$ cat src/logic/ebs_pkg.sv
// package for the external bus strobe control block
// Contract
// RULE1: space strobe low only for accessed space
// RULE2: strobes float only under emulation off condition
// RULE3: direction qualifier high except during writes
// RULE4: inverted direction qualifier high only during writes
// RULE5: inverted qualifier shares pin with gpio
// RULE6: read enable low on every external read
// RULE7: write enable low on every external write
// RULE8: access strobe low for every off-chip cycle
// RULE9: gpio pins come out of reset as inputs
// RULE10: ready low adds waits if waits programmed
// RULE11: interface disabled flags illegal data access
// RULE12: enables and space strobe nest inside access strobe
`default_nettype none
package ebs_pkg;
    // ****************************************
    // address spaces and request carrier
    // ****************************************
    typedef enum logic [1:0] {EBS_SP_PROG, EBS_SP_DATA, EBS_SP_IO} ebs_space_t;
    localparam int EBS_ADDR_W = 16; // external address width
    localparam int EBS_DATA_W = 16; // external data width
    localparam int EBS_WS_W = 3; // wait state count width
    localparam int EBS_FIFO_DEPTH = 8; // request fifo depth
    typedef struct packed
    {
        ebs_space_t space; // target space
        logic write; // 1 = write, 0 = read
        logic [EBS_ADDR_W-1:0] addr; // address
        logic [EBS_DATA_W-1:0] wdata; // write data
    } ebs_req_t;
    localparam int EBS_REQ_W = $bits(ebs_req_t); // fifo word width
    // pin level bundle, all strobes active low except direction
    typedef struct packed
    {
        logic prog_n; // program space select
        logic data_n; // data space select
        logic io_n; // io space select
        logic rd_n; // read enable
        logic we_n; // write enable
        logic external_access_strobe_n_n; // access strobe
        logic rw; // direction qualifier
    } ebs_pins_t;
    localparam ebs_pins_t EBS_PINS_IDLE = 7'h7F; // all idle, direction read
endpackage
`default_nettype wire
$ cat src/logic/ebs_ctrl.sv
// external bus strobe control top module
`timescale 1ns/1ps
`default_nettype none
module ebs_ctrl #(
    parameter int WS_W = ebs_pkg::EBS_WS_W
) (
    input wire logic i_core_clk,
    input wire logic i_rst,
    input wire logic i_req_valid, // core request
    output logic o_req_ready,
    input wire ebs_pkg::ebs_req_t i_req,
    input wire logic [WS_W-1:0] i_wait_state_control, // software waits
    input wire logic i_ready_pin, // external ready, async
    input wire logic i_external_interface_enable, // async pin
    input wire logic i_emulator_pin_zero, // async pin
    input wire logic i_emulation_off_n, // async pin
    input wire logic i_test_reset, // async pin
    input wire logic i_port_c_bit0_gpio_sel, // 1 = gpio function
    input wire logic i_port_c_bit0_gpio_dir, // 1 = gpio output
    input wire logic i_port_c_bit0_gpio_out, // gpio output value
    input wire logic i_port_c_bit0_pin, // pin level, async
    output logic o_port_c_bit0_gpio_in, // synchronised pin level
    output ebs_pkg::ebs_pins_t o_pins, // strobe levels
    output logic o_pins_oe, // strobe output enable
    output logic o_port_c_bit0_o, // shared pin drive
    output logic o_port_c_bit0_oe, // shared pin enable
    output logic [ebs_pkg::EBS_ADDR_W-1:0] o_addr,
    output logic [ebs_pkg::EBS_DATA_W-1:0] o_data,
    output logic o_data_oe, // data bus driven
    output logic o_done, // one-cycle completion pulse
    output logic o_illegal_addr // one-cycle illegal access pulse
);
    import ebs_pkg::*;
    // ****************************************
    // input synchronisers
    // ****************************************
    logic [4:0] sync1_q, sync2_q; // ready, ena, emulator_pin_zero, off_n, trst; pc0 has its own pair
    logic pc0_s1_q, pc0_s2_q;
    always_ff @(posedge i_core_clk or posedge i_rst)
    begin
        if (i_rst)
        begin
            sync1_q <= 5'h00;
            sync2_q <= 5'h00;
            pc0_s1_q <= 1'b0;
            pc0_s2_q <= 1'b0;
        end
        else
        begin
            sync1_q <= {i_ready_pin, i_external_interface_enable, i_emulator_pin_zero,
                i_emulation_off_n, i_test_reset};
            sync2_q <= sync1_q;
            pc0_s1_q <= i_port_c_bit0_pin;
            pc0_s2_q <= pc0_s1_q;
        end
    end
    logic rdy_s, ena_s, emulator_pin_zero_s, off_n_s, trst_s;
    assign {rdy_s, ena_s, emulator_pin_zero_s, off_n_s, trst_s} = sync2_q;
    // ****************************************
    // request fifo
    // ****************************************
    logic f_valid, f_ready;
    ebs_req_t f_req;
    ebs_fifo #(.WIDTH(EBS_REQ_W), .DEPTH(EBS_FIFO_DEPTH)) u_fifo (
        .i_core_clk(i_core_clk),
        .i_rst(i_rst),
        .i_valid(i_req_valid),
        .o_ready(o_req_ready),
        .i_data(i_req),
        .o_valid(f_valid),
        .i_ready(f_ready),
        .o_data(f_req)
    );
    // ****************************************
    // cycle state machine and pin state
    // ****************************************
    typedef enum logic [1:0] {ST_IDLE, ST_SETUP, ST_ACTIVE, ST_END} ebs_fsm_t;
    typedef struct packed
    {
        ebs_fsm_t fsm; // cycle phase
        ebs_req_t req; // latched request
        logic [WS_W-1:0] ws; // waits remaining
        logic ws_any; // at least one wait programmed
        ebs_pins_t pins; // strobe levels
        logic pins_oe; // strobes driven
        logic pc0_o; // shared pin level
        logic pc0_oe; // shared pin enable
        logic pc0_in; // gpio input value
        logic data_oe; // data driven
        logic done; // completion pulse
        logic illegal; // illegal access pulse
    } ebs_st_t;
    ebs_st_t st_q, st_d;
    // strobe select for a given space, active low
    function automatic logic [2:0] space_sel_n(input ebs_space_t sp);
        logic [2:0] r;
        r = 3'h7;
        if (sp == EBS_SP_PROG)
        begin
            r[2] = 1'b0;
        end
        else if (sp == EBS_SP_DATA)
        begin
            r[1] = 1'b0;
        end
        else if (sp == EBS_SP_IO)
        begin
            r[0] = 1'b0;
        end
        return r;
    endfunction
    // a data access while the interface is disabled is refused
    logic refuse;
    assign refuse = (st_q.fsm == ST_IDLE) && f_valid && !ena_s && // RULE11
        (f_req.space == EBS_SP_DATA);
    assign f_ready = (st_q.fsm == ST_IDLE) && (ena_s || refuse);
    // next state
    always_comb
    begin
        st_d = st_q;
        st_d.done = 1'b0;
        st_d.illegal = 1'b0;
        st_d.pc0_in = pc0_s2_q;
        case (st_q.fsm)
            ST_IDLE:
            begin
                st_d.pins = EBS_PINS_IDLE; // RULE1 RULE3 RULE8
                st_d.data_oe = 1'b0;
                if (refuse)
                begin
                    st_d.illegal = 1'b1; // RULE11
                end
                else if (f_valid && ena_s)
                begin
                    st_d.req = f_req;
                    st_d.ws = i_wait_state_control;
                    st_d.ws_any = (i_wait_state_control != '0);
                    st_d.pins.external_access_strobe_n_n = 1'b0; // RULE8 RULE12
                    st_d.pins.rw = !f_req.write; // RULE3
                    st_d.fsm = ST_SETUP;
                end
            end
            ST_SETUP:
            begin
                // select and enable assert one cycle after strobe
                {st_d.pins.prog_n, st_d.pins.data_n, st_d.pins.io_n} =
                    space_sel_n(st_q.req.space); // RULE1 RULE12
                st_d.pins.rd_n = st_q.req.write; // RULE6
                st_d.pins.we_n = !st_q.req.write; // RULE7
                st_d.data_oe = st_q.req.write; // RULE7
                st_d.fsm = ST_ACTIVE;
            end
            ST_ACTIVE:
            begin
                if (st_q.ws != '0)
                begin
                    st_d.ws = st_q.ws - 1'b1;
                end
                else if (!st_q.ws_any || rdy_s) // RULE10
                begin
                    // release enables and selects before the strobe
                    st_d.pins.rd_n = 1'b1; // RULE12
                    st_d.pins.we_n = 1'b1; // RULE12
                    {st_d.pins.prog_n, st_d.pins.data_n, st_d.pins.io_n} = 3'h7;
                    st_d.fsm = ST_END;
                end
            end
            default:
            begin
                st_d.pins = EBS_PINS_IDLE; // RULE8
                st_d.data_oe = 1'b0;
                st_d.done = 1'b1;
                st_d.fsm = ST_IDLE;
            end
        endcase
        // strobes float only under the emulation off condition
        st_d.pins_oe = !(!off_n_s && !trst_s && emulator_pin_zero_s); // RULE2
        // shared pin: inverted direction qualifier or gpio
        if (i_port_c_bit0_gpio_sel)
        begin
            st_d.pc0_oe = i_port_c_bit0_gpio_dir; // RULE5
            st_d.pc0_o = i_port_c_bit0_gpio_out;
        end
        else
        begin
            st_d.pc0_oe = st_d.pins_oe;
            st_d.pc0_o = !st_d.pins.rw; // RULE4 RULE5
        end
    end
    // state register
    always_ff @(posedge i_core_clk or posedge i_rst)
    begin
        if (i_rst)
        begin
            st_q <= '0;
            st_q.fsm <= ST_IDLE;
            st_q.pins <= EBS_PINS_IDLE;
            st_q.pins_oe <= 1'b1;
            st_q.pc0_oe <= 1'b0; // RULE9
        end
        else
        begin
            st_q <= st_d;
        end
    end
    assign o_pins = st_q.pins;
    assign o_pins_oe = st_q.pins_oe;
    assign o_port_c_bit0_o = st_q.pc0_o;
    assign o_port_c_bit0_oe = st_q.pc0_oe;
    assign o_port_c_bit0_gpio_in = st_q.pc0_in;
    assign o_addr = st_q.req.addr;
    assign o_data = st_q.req.wdata;
    assign o_data_oe = st_q.data_oe;
    assign o_done = st_q.done;
    assign o_illegal_addr = st_q.illegal;
    // ****************************************
    // checks
    // ****************************************
    // at most one space select low at a time
    one_space_a: assert property (@(posedge i_core_clk) disable iff (i_rst) // RULE1
        $countones({o_pins.prog_n, o_pins.data_n, o_pins.io_n}) >= 2)
        else $error("more than one space select low");
    // an io cycle selects only the io space
    io_sel_a: assert property (@(posedge i_core_clk) disable iff (i_rst) // RULE1
        (st_q.fsm == ST_SETUP && st_q.req.space == EBS_SP_IO)
        |=> !o_pins.io_n && o_pins.prog_n && o_pins.data_n)
        else $error("io cycle selected wrong space");
    // float condition releases the strobes
    float_cond_a: assert property (@(posedge i_core_clk) disable iff (i_rst) // RULE2
        (!off_n_s && !trst_s && emulator_pin_zero_s) |=> !o_pins_oe)
        else $error("strobes driven under emulation off");
    // outside the float condition the strobes are driven
    float_off_a: assert property (@(posedge i_core_clk) disable iff (i_rst) // RULE2
        !(!off_n_s && !trst_s && emulator_pin_zero_s) |=> o_pins_oe)
        else $error("strobes floating without emulation off");
    // write enable never comes with direction high
    dir_write_a: assert property (@(posedge i_core_clk) disable iff (i_rst) // RULE3
        !(!o_pins.we_n && o_pins.rw))
        else $error("direction high during write enable");
    // direction follows the request from the first strobe cycle
    dir_setup_a: assert property (@(posedge i_core_clk) disable iff (i_rst) // RULE3
        (st_q.fsm == ST_SETUP) |-> (o_pins.rw == !st_q.req.write))
        else $error("direction wrong in setup");
    // inverted qualifier tracks the direction in bus mode
    inv_dir_a: assert property (@(posedge i_core_clk) disable iff (i_rst) // RULE4
        !i_port_c_bit0_gpio_sel && !$past(i_port_c_bit0_gpio_sel)
        |-> o_port_c_bit0_o == !o_pins.rw)
        else $error("inverted qualifier mismatch");
    // inverted qualifier rests low between cycles
    inv_idle_a: assert property (@(posedge i_core_clk) disable iff (i_rst) // RULE4
        (!$past(i_port_c_bit0_gpio_sel) && st_q.fsm == ST_IDLE) |-> !o_port_c_bit0_o)
        else $error("inverted qualifier high while idle");
    // gpio use drives the shared pin as configured
    gpio_dir_a: assert property (@(posedge i_core_clk) disable iff (i_rst) // RULE5
        (!$past(i_rst) && $past(i_port_c_bit0_gpio_sel))
        |-> o_port_c_bit0_oe == $past(i_port_c_bit0_gpio_dir))
        else $error("gpio direction not applied");
    // read enable follows a read setup phase
    rd_en_a: assert property (@(posedge i_core_clk) disable iff (i_rst) // RULE6
        (st_q.fsm == ST_SETUP && !st_q.req.write) |=> !o_pins.rd_n)
        else $error("read enable missing");
    // a read never drives the data bus
    rd_drive_a: assert property (@(posedge i_core_clk) disable iff (i_rst) // RULE6
        !o_pins.rd_n |-> !o_data_oe)
        else $error("data driven during read");
    // write enable follows a write setup phase
    we_en_a: assert property (@(posedge i_core_clk) disable iff (i_rst) // RULE7
        (st_q.fsm == ST_SETUP && st_q.req.write) |=> !o_pins.we_n && o_data_oe)
        else $error("write enable missing");
    // the write enable comes with the data bus driven
    we_drive_a: assert property (@(posedge i_core_clk) disable iff (i_rst) // RULE7
        !o_pins.we_n |-> o_data_oe)
        else $error("write enable without data drive");
    // the strobe falls right after a request is taken
    external_access_strobe_n_cycle_a: assert property (@(posedge i_core_clk) disable iff (i_rst) // RULE8
        (f_valid && f_ready && ena_s) |=> !o_pins.external_access_strobe_n_n [*2])
        else $error("access strobe not low in cycle");
    // idle phase shows every strobe at rest
    idle_pins_a: assert property (@(posedge i_core_clk) disable iff (i_rst) // RULE8
        (st_q.fsm == ST_IDLE) |-> (o_pins == EBS_PINS_IDLE))
        else $error("strobes active while idle");
    // the end phase releases the strobe and pulses done
    done_pulse_a: assert property (@(posedge i_core_clk) disable iff (i_rst) // RULE8
        (st_q.fsm == ST_END) |=> o_done && o_pins.external_access_strobe_n_n)
        else $error("cycle end not signalled");
    // shared pin is an input just after reset
    oe_reset_a: assert property (@(posedge i_core_clk) disable iff (i_rst) // RULE9
        $past(i_rst) |-> !o_port_c_bit0_oe)
        else $error("shared pin driven after reset");
    // programmed waits hold the active phase
    ws_hold_a: assert property (@(posedge i_core_clk) disable iff (i_rst) // RULE10
        (st_q.fsm == ST_ACTIVE && st_q.ws != '0) |=> (st_q.fsm == ST_ACTIVE))
        else $error("wait state skipped");
    // ready low stalls the cycle when waits are programmed
    rdy_stall_a: assert property (@(posedge i_core_clk) disable iff (i_rst) // RULE10
        (st_q.fsm == ST_ACTIVE && st_q.ws == '0 && st_q.ws_any && !rdy_s)
        |=> (st_q.fsm == ST_ACTIVE))
        else $error("ready stall ignored");
    // with no waits programmed ready is not consulted
    rdy_ignore_a: assert property (@(posedge i_core_clk) disable iff (i_rst) // RULE10
        (st_q.fsm == ST_ACTIVE && !st_q.ws_any) |=> (st_q.fsm == ST_END))
        else $error("cycle stalled without waits");
    // a refused data access is flagged and never selected
    illegal_ds_a: assert property (@(posedge i_core_clk) disable iff (i_rst) // RULE11
        refuse |=> o_illegal_addr && o_pins.data_n)
        else $error("illegal data access not flagged");
    // a disabled interface starts no bus cycle
    no_ext_a: assert property (@(posedge i_core_clk) disable iff (i_rst) // RULE11
        (st_q.fsm == ST_IDLE && !ena_s) |=> o_pins.external_access_strobe_n_n)
        else $error("bus cycle with interface disabled");
    // enables and the data select only inside the strobe
    nest_external_access_strobe_n_a: assert property (@(posedge i_core_clk) disable iff (i_rst) // RULE12
        (!o_pins.rd_n || !o_pins.we_n || !o_pins.data_n) |-> !o_pins.external_access_strobe_n_n)
        else $error("enable outside access strobe");
    // end phase keeps the strobe with enables released
    end_phase_a: assert property (@(posedge i_core_clk) disable iff (i_rst) // RULE12
        (st_q.fsm == ST_END) |-> o_pins.rd_n && o_pins.we_n && !o_pins.external_access_strobe_n_n)
        else $error("end phase strobes wrong");
endmodule
`default_nettype wire

$ cat src/logic/ebs_fifo.sv
// request fifo for the external bus strobe control block
`timescale 1ns/1ps
`default_nettype none
module ebs_fifo #(
    parameter int WIDTH = 8,
    parameter int DEPTH = 8
) (
    input wire logic i_core_clk,
    input wire logic i_rst,
    input wire logic i_valid,
    output logic o_ready,
    input wire logic [WIDTH-1:0] i_data,
    output logic o_valid,
    input wire logic i_ready,
    output logic [WIDTH-1:0] o_data
);
    localparam int AW = $clog2(DEPTH);
    // ****************************************
    // storage and pointers
    // ****************************************
    logic [WIDTH-1:0] mem [DEPTH]; // word array
    typedef struct packed
    {
        logic [AW-1:0] wp; // write pointer
        logic [AW-1:0] rp; // read pointer
        logic [AW:0] cnt; // occupancy
    } ebs_fifo_st_t;
    ebs_fifo_st_t st_q, st_d;
    logic push, pop;
    assign o_ready = (st_q.cnt != (AW+1)'(DEPTH));
    assign o_valid = (st_q.cnt != '0);
    assign o_data = mem[st_q.rp];
    assign push = i_valid && o_ready;
    assign pop = o_valid && i_ready;
    // next pointer state
    always_comb
    begin
        st_d = st_q;
        if (push)
        begin
            st_d.wp = (st_q.wp == AW'(DEPTH-1)) ? '0 : st_q.wp + 1'b1;
        end
        if (pop)
        begin
            st_d.rp = (st_q.rp == AW'(DEPTH-1)) ? '0 : st_q.rp + 1'b1;
        end
        st_d.cnt = st_q.cnt + (AW+1)'(push) - (AW+1)'(pop);
    end
    // state register
    always_ff @(posedge i_core_clk or posedge i_rst)
    begin
        if (i_rst)
        begin
            st_q <= '0;
        end
        else
        begin
            st_q <= st_d;
        end
    end
    // data write, no reset needed
    always_ff @(posedge i_core_clk)
    begin
        if (push)
        begin
            mem[st_q.wp] <= i_data;
        end
    end
endmodule
`default_nettype wire

$ cat config.mk
export PLATFORM = sky130hd
export DESIGN_NAME = ebs_ctrl
export DESIGN_NICKNAME = d
export VERILOG_FILES = /design/src/logic/ebs_pkg.sv /design/src/logic/ebs_ctrl.sv /design/src/logic/ebs_fifo.sv
export SDC_FILE = /design/constraint.sdc
export NUM_CORES = 1
export LEC_CHECK = 0
export BUFFER_PORTS_ARGS = -buffer_cell sky130_fd_sc_hd__buf_2
export CORE_MARGIN = 1.5
export CORE_UTILIZATION = 50
export CTS_BUF_LIST = sky130_fd_sc_hd__clkbuf_2 sky130_fd_sc_hd__clkbuf_4 sky130_fd_sc_hd__clkbuf_8
export DETAILED_ROUTE_END_ITERATION = 8
export PLACE_DENSITY = 0.65
export SYNTH_ARGS = -nofsm -noshare
export SYNTH_HDL_FRONTEND = slang
export SYNTH_SLANG_ARGS = --single-unit
$ cat constraint.sdc
create_clock -name i_core_clk -period 5.25 [get_ports i_core_clk]
set_clock_uncertainty 0.05 [all_clocks]
set_input_delay 1.05 -clock i_core_clk [delete_from_list [all_inputs] [get_ports i_core_clk]]
set_output_delay 1.05 -clock i_core_clk [all_outputs]
set_load 0.01 [all_outputs]
==> impl_metrics.tcl, run 1 <==
set metrics [dict create \
    pin_count_of_the_biggest_net_entering_global_routing 55 \
    place_ws_ns 2.01 \
    critPathMostFrequentCell "inv_1" \
    setup_violations 0 \
    clock_pin_slew_reported_for_the_worst_setup_and_hold_paths_after_clock_tree_synthesis_ns 0.06 \
    cts_buffer_depth 3 \
    post_synth.cell_area_avg_um2 18.9 \
    synth_net_count 809 \
    cts-htree-levels 2 \
    cts.root.buffer_cell "clkbuf_8" \
    viasPerCell 5.28 \
    globalRouteMet2Util 0.302 \
    post_cts.repair.setup_buffers 0 \
    drv_cap 0 \
    layout-area-overhead-vs-synth_pct 12.4 \
    final_antenna_net_count 0 \
    vdd.ir_drop.worst_mv 0.250 \
    ctsHoldBuffers 0 \
    crit_path_start_kind "register" \
    ios 97 \
    start_util 0.506 \
    netlist-cell-type-count 46 \
    synthDominantCellAreaShare 0.600 \
    maxSlewViolCount 0 \
    cp_num_buf_inv 3 \
    hp-start "sync1_q[1]$_DFF_PP0_" \
    synth-main-ff-cell "edfxtp_1" \
    crit-reg2reg-launch "u_fifo.st_q[5]$_DFFE_PP0P_" \
    worst_slew_pin_slew_ns 1.20 \
    critical-path-slowest-cell "dfrtp_4" \
    grt-busiest-layer "met2" \
    worst_slew_margin_rel 0.197 \
    fp-row-count 61 \
    routed-via-count 6648 \
    multi_input_area_um2 3180 \
    tritoncts "done" \
    power_per_cell_area_nw_per_um2 541 \
    rsz_0062_raised_after_global_routing "no" \
    rrSetupSlack_ns 2.02 \
    worstSetupEndpointType "register" \
    post_route_cells_drive_above_1_share 0.349 \
    cts_made_buffers 55 \
    gpl.final_weighted_congestion 0.733 \
    ys_ff_latch 357 \
    sequential_area_share_after_synthesis 0.738 \
    latest_clock_arrival_within_the_worst_skew_pair_ns 0.56 \
    min_delay_path_depth 0 \
    synth-async-reset-ratio 0.216 \
    drt_first_iter_violations 492 \
    tritoncts_num_sinks 357 \
    critPathMaxFanout 50 \
    remaining_drc_errors 0 \
    finalWorstPathRequiredPeriod_ns 3.23 \
    route.final.wire_length_um 25600 \
    holdCritPathClass "reg -> reg" \
    totalNegativeSetupSlack_ns 0 \
    global_route.overflow_total 0 \
    worst-r2r-cell-count 11 \
    grt.met3_usage 0.0356 \
    min_delay_worst_endpoint "sync2_q[1]$_DFF_PP0_" \
    synthCells 742 \
    post_cts_resized 0 \
    final_nets 901 \
    critical_path_arrival_ns 3.64 \
    final.fill_count 2072 \
    critical_path.top_delay_family "simple AND/OR/NAND/NOR gates" \
    die-height_um 170 \
    critPathRequiredTime_ns 5.65 \
    finalHoldViolCount 0 \
    coreArea_um2 27700 \
    detailed_routing_iterations_pass_1 5 \
    number_of_buffers_inserted_by_port_buffering 96 \
    netlist_top_cells_area "edfxtp_1, dfrtp_1, mux4_2, mux2i_1, buf_4" \
    reg2reg_to "u_fifo.st_q[2]$_DFF_PP0_" \
    floorplan.die_area_um2 29100 \
    antenna_violations_before_repair 1 \
    grt_first_pass_wirelength_um 39900 \
    timing.critical_path.slowest_cell_delay_ns 0.74 \
    p_leak_nw 5.90 \
    die_w_um 170 \
    gr_util_met1 0.252 \
    number_of_flops_mapped_to_enable_cells_by_yosys 280 \
    timing.setup.critical_path_class "reg -> reg" \
    crit_chain "and4b_1 > or4_4 > nor3_2 > a211o_4 > inv_1 > ha_1 > inv_1 > ha_1 > inv_1 > fa_1 > xnor2_1" \
    synth.largest_area_cell "edfxtp_1" \
    clock.fmax_ghz 0.309 \
    final.period_utilization 0.616 \
    outcome "complete, no violations" \
    grtUsageTotal 0.184 \
    syn_area_um2 14000 \
    dp.final_hpwl_um 14500 \
    vias_in_the_first_global_route 7076 \
    postLayoutSetupSlackWorst_ns 2.02 \
    detail_route.wl_per_cell_um 20.4 \
    regArea_um2 10400 \
    yosys_warnings 0 \
]
[stage by stage]
step	area, um2	total power [W]	util	hold WS (ns)	cells
6_report	15800	0.00852	0.569	0.294	1258
5_1_grt	15800	0.00901	0.569	0.308	1256
4_1_cts	15800	0.00865	0.569	0.293	1256
3_5_place_dp	14600	0.00638	0.528	0.287	1155
3_3_place_gp	14600	0.00627	0.528	0.288	1155
2_1_floorplan	14000	0.00584	-	0.281	742
[registers in the layout (all words and copies together) (netlist names)]
| register | count |
|---|---|
| u_fifo.mem | 280 |
| o_addr | 16 |
| o_data | 16 |
| u_fifo.st_q | 10 |
| st_q | 9 |
| o_pins | 7 |
| sync1_q | 5 |
| sync2_q | 5 |
| o_data_oe | 1 |
| o_done | 1 |
| o_illegal_addr | 1 |
| o_pins_oe | 1 |
| o_port_c_bit0_gpio_in | 1 |
| o_port_c_bit0_o | 1 |
| o_port_c_bit0_oe | 1 |
| pc0_s1_q | 1 |
| pc0_s2_q | 1 |
[cells in the mapped netlist, types with 4 or more instances]
library cell	number
nor3_1	5
inv_1	19
a31oi_1	4
nor2_1	12
ha_1	16
buf_2	16
mux2i_1	40
dfstp_2	8
mux2_2	7
o21ai_0	40
edfxtp_1	280
mux4_2	69
a21oi_1	7
nand2_1	54
buf_4	43
clkbuf_1	8
dfrtp_1	69
[how the worst max path moves through the flow]
stage	start	to	slack (ns)	cells after the start
2_1_floorplan	i_req_valid	u_fifo.mem[0][0]$_DFFE_PP_	0.1	2
3_3_place_gp	u_fifo.st_q[5]$_DFFE_PP0P_	u_fifo.st_q[1]$_DFF_PP0_	2.07	11
3_5_place_dp	u_fifo.st_q[5]$_DFFE_PP0P_	u_fifo.st_q[2]$_DFF_PP0_	2.01	11
4_1_cts	u_fifo.st_q[5]$_DFFE_PP0P_	u_fifo.st_q[2]$_DFF_PP0_	1.99	11
5_1_grt	u_fifo.st_q[5]$_DFFE_PP0P_	u_fifo.st_q[2]$_DFF_PP0_	1.81	11
6_report	u_fifo.st_q[5]$_DFFE_PP0P_	u_fifo.st_q[2]$_DFF_PP0_	2.02	11
[worst register-to-register path: stages (launching register included)]
cell,delay (ns)
dfrtp_4,0.74
and4b_1,0.34
or4_4,0.56
nor3_2,0.14
a211o_4,0.15
inv_1,0.05
ha_1,0.27
inv_1,0.05
ha_1,0.16
inv_1,0.06
fa_1,0.41
xnor2_1,0.13
[cells by family after synthesis]
logic type | share of synthesized area
flip-flops | 0.738
buffers and inverters | 0.0391
multiplexers | 0.147
AND/OR/NAND/NOR | 0.0343
XOR/XNOR | 0.00125
adder cells (fa/ha/maj) | 0.0157
AO/OA/AOI/OAI | 0.0246
[layout by cell type, fill, tap and decap left out, types with 3 or more instances in the layout]
cell / instances
a31oi_1: 4
dfrtp_1: 66
clkinv_2: 5
mux2_2: 7
dfstp_2: 8
mux2i_1: 40
nor3_2: 5
ha_1: 16
buf_2: 96
clkbuf_8: 62
nor2_4: 3
nand2b_1: 3
a21oi_1: 7
nand3_1: 3
buf_4: 11
edfxtp_1: 280
inv_1: 18
nor2_1: 9
nor4bb_1: 3
mux4_2: 69
nand2_1: 53
o21ai_0: 40
clkinv_1: 7
clkbuf_4: 26
[power breakdown]
group / switching [W] / internal (W) / leakage, nW
sequential: 0.000382 / 0.00364 / 3.46
clock: 0.000997 / 0.00126 / 0.597
combinational: 0.00115 / 0.00108 / 1.84
total: 0.00253 / 0.00599 / 5.90
[final cells by class]
type                       count  share of cell area
antenna                        2            0.000318
clock buffer                  88              0.0665
clock inverter                13             0.00397
inverter                      19             0.00461
multi-input combinational    294               0.202
sequential                   357               0.657
tap                          378              0.0300
timing repair buffer         107              0.0357
[per-layer routing]
metal	wire, um	vias to the layer above
li1	-	3040
met1	11300	3410
met2	12600	165
met3	1370	33
met4	327	0
met5	0	-
No activity file was read; power rests on OpenSTA's default activity.
==> inputs of run 2 (changes only) <==
==> constraint.sdc (replaced) <==
create_clock -name i_core_clk -period 3.31 [get_ports i_core_clk]
set_clock_uncertainty 0.05 [all_clocks]
set_input_delay 0.662 -clock i_core_clk [delete_from_list [all_inputs] [get_ports i_core_clk]]
set_output_delay 0.662 -clock i_core_clk [all_outputs]
set_load 0.01 [all_outputs]
==> impl_metrics.tcl, run 2 (synthesized netlist as in run 1, its figures left out) <==
set metrics [dict create \
    remaining_drc_errors 0 \
    worst_slew_margin_rel 0.485 \
    detailed_routing_iterations_pass_1 5 \
    floorplan.die_area_um2 29100 \
    post_layout_nonfiller_instances 1276 \
    critPathRequiredTime_ns 3.71 \
    reg2reg_to "u_fifo.st_q[2]$_DFF_PP0_" \
    gpl.final_weighted_congestion 0.802 \
    detail_route.wl_per_cell_um 21.0 \
    critical_path.top_delay_family "simple AND/OR/NAND/NOR gates" \
    critical-path-slowest-cell "or4_4" \
    vias_in_the_first_global_route 7307 \
    die-height_um 170 \
    latest_clock_arrival_within_the_worst_skew_pair_ns 0.58 \
    holdCritPathClass "in -> async" \
    cts_made_buffers 56 \
    rrSetupSlack_ns 0.42 \
    postPlaceCellArea_um2 14800 \
    final_nets 918 \
    post_cts.repair.setup_buffers 0 \
    clock_pin_slew_reported_for_the_worst_setup_and_hold_paths_after_clock_tree_synthesis_ns 0.06 \
    setup_violations 0 \
    cts-htree-levels 2 \
    hold_ws_ns 0.148 \
    crit_path_start_kind "register" \
    start_util 0.506 \
    cp_num_buf_inv 3 \
    tritoncts_num_sinks 357 \
    grtUsageTotal 0.192 \
    final_antenna_net_count 0 \
    totalNegativeSetupSlack_ns 0 \
    worstSetupEndpointType "register" \
    finalHoldViolCount 0 \
    rsz_0062_raised_after_global_routing "no" \
    maxSlewViolCount 0 \
    largest-register "u_fifo.mem" \
    dp.final_hpwl_um 16100 \
    number_of_buffers_inserted_by_port_buffering 96 \
    die_w_um 170 \
    critPathMaxFanout 11 \
    final.period_utilization 0.873 \
    tritoncts "done" \
    timing.critical_path.slowest_cell_delay_ns 0.55 \
    critPathMostFrequentCell "inv_1" \
    clock.fmax_ghz 0.346 \
    route.final.wire_length_um 26900 \
    global_route.overflow_total 0 \
    place_inst 1171 \
    critical_path_arrival_ns 3.29 \
    post_cts_resized 0 \
    pin_count_of_the_biggest_net_entering_global_routing 44 \
    cts.root.buffer_cell "clkbuf_8" \
    outcome "complete, no violations" \
    final_cell_area_um2 16000 \
    fp-row-count 61 \
    layout.cells.most_common "edfxtp_1" \
    routed-via-count 6845 \
    worst-r2r-cell-count 11 \
    grt_first_pass_wirelength_um 41100 \
    ios 97 \
    p_leak_nw 6.06 \
    coreArea_um2 27700 \
    power_per_cell_area_nw_per_um2 875 \
    viasPerCell 5.36 \
    ctsHoldBuffers 0 \
    finalWorstPathRequiredPeriod_ns 2.89 \
    layout-area-overhead-vs-synth_pct 14.4 \
    post_route_cells_drive_above_1_share 0.365 \
    worst_slew_pin_slew_ns 0.772 \
    drv_cap 0 \
    cts_buffer_depth 3 \
    antenna_violations_before_repair 3 \
    crit-reg2reg-launch "u_fifo.st_q[4]$_DFFE_PP0P_" \
    layout.cells.most_common_list "edfxtp_1, buf_2, mux4_2, dfrtp_1, clkbuf_8" \
    crit_chain "and4b_1 > or4_4 > nor3_2 > a211o_4 > inv_1 > ha_1 > inv_1 > ha_1 > inv_1 > fa_1 > xnor2_1" \
    largest_register_ffs 280 \
    drt_first_iter_violations 451 \
    timing.setup.critical_path_class "reg -> reg" \
    vdd.ir_drop.worst_mv 0.403 \
]
[run 2: worst max path at each step]
| stage | startpoint | cells past startpoint | to | slack (ns) |
|---|---|---|---|---|
| CTS | u_fifo.st_q[4]$_DFFE_PP0P_ | 11 | u_fifo.st_q[2]$_DFF_PP0_ | 0.39 |
| global placement | u_fifo.st_q[4]$_DFFE_PP0P_ | 11 | u_fifo.st_q[1]$_DFF_PP0_ | 0.47 |
| global route | u_fifo.st_q[4]$_DFFE_PP0P_ | 11 | u_fifo.st_q[2]$_DFF_PP0_ | 0.30 |
| finish | u_fifo.st_q[4]$_DFFE_PP0P_ | 11 | u_fifo.st_q[2]$_DFF_PP0_ | 0.42 |
| floorplan | u_fifo.st_q[2]$_DFF_PP0_ | 5 | u_fifo.mem[4][0]$_DFFE_PP_ | -0.61 |
| detailed placement | u_fifo.st_q[4]$_DFFE_PP0P_ | 11 | u_fifo.st_q[2]$_DFF_PP0_ | 0.40 |
[run 2: per-stage QoR]
stage / power (W) / worst slack, ns / utilization
4_1_cts: 0.0142 / 0.393 / 0.579
2_1_floorplan: 0.00927 / -0.612 / -
5_1_grt: 0.0148 / 0.301 / 0.579
3_5_place_dp: 0.0102 / 0.402 / 0.534
3_3_place_gp: 0.0100 / 0.468 / 0.534
6_report: 0.0140 / 0.420 / 0.579
[run 2: area by class of cell]
cell class                 count  area, um2
antenna                        2       5.00
clock buffer                  83       1010
clock inverter                20        229
fill                        2101      11700
inverter                      19       72.6
multi-input combinational    294       3190
sequential                   357      10400
tap                          378        473
timing repair buffer         123        708
[run 2: report_power, final]
group / total, W / switching [W] / internal (W)
clock network: 0.00398 / 0.00163 / 0.00235
logic: 0.00387 / 0.00207 / 0.00180
registers: 0.00619 / 0.000422 / 0.00577
total: 0.0140 / 0.00413 / 0.00992
[run 2: routing by layer]
metal  up-vias  wire length, um  global-route usage
met4         0              484              0.0593
met3        46             1450              0.0384
met5         -                0                   0
met1      3549            11300               0.247
li1       3078                -                   -
met2       172            13700               0.330
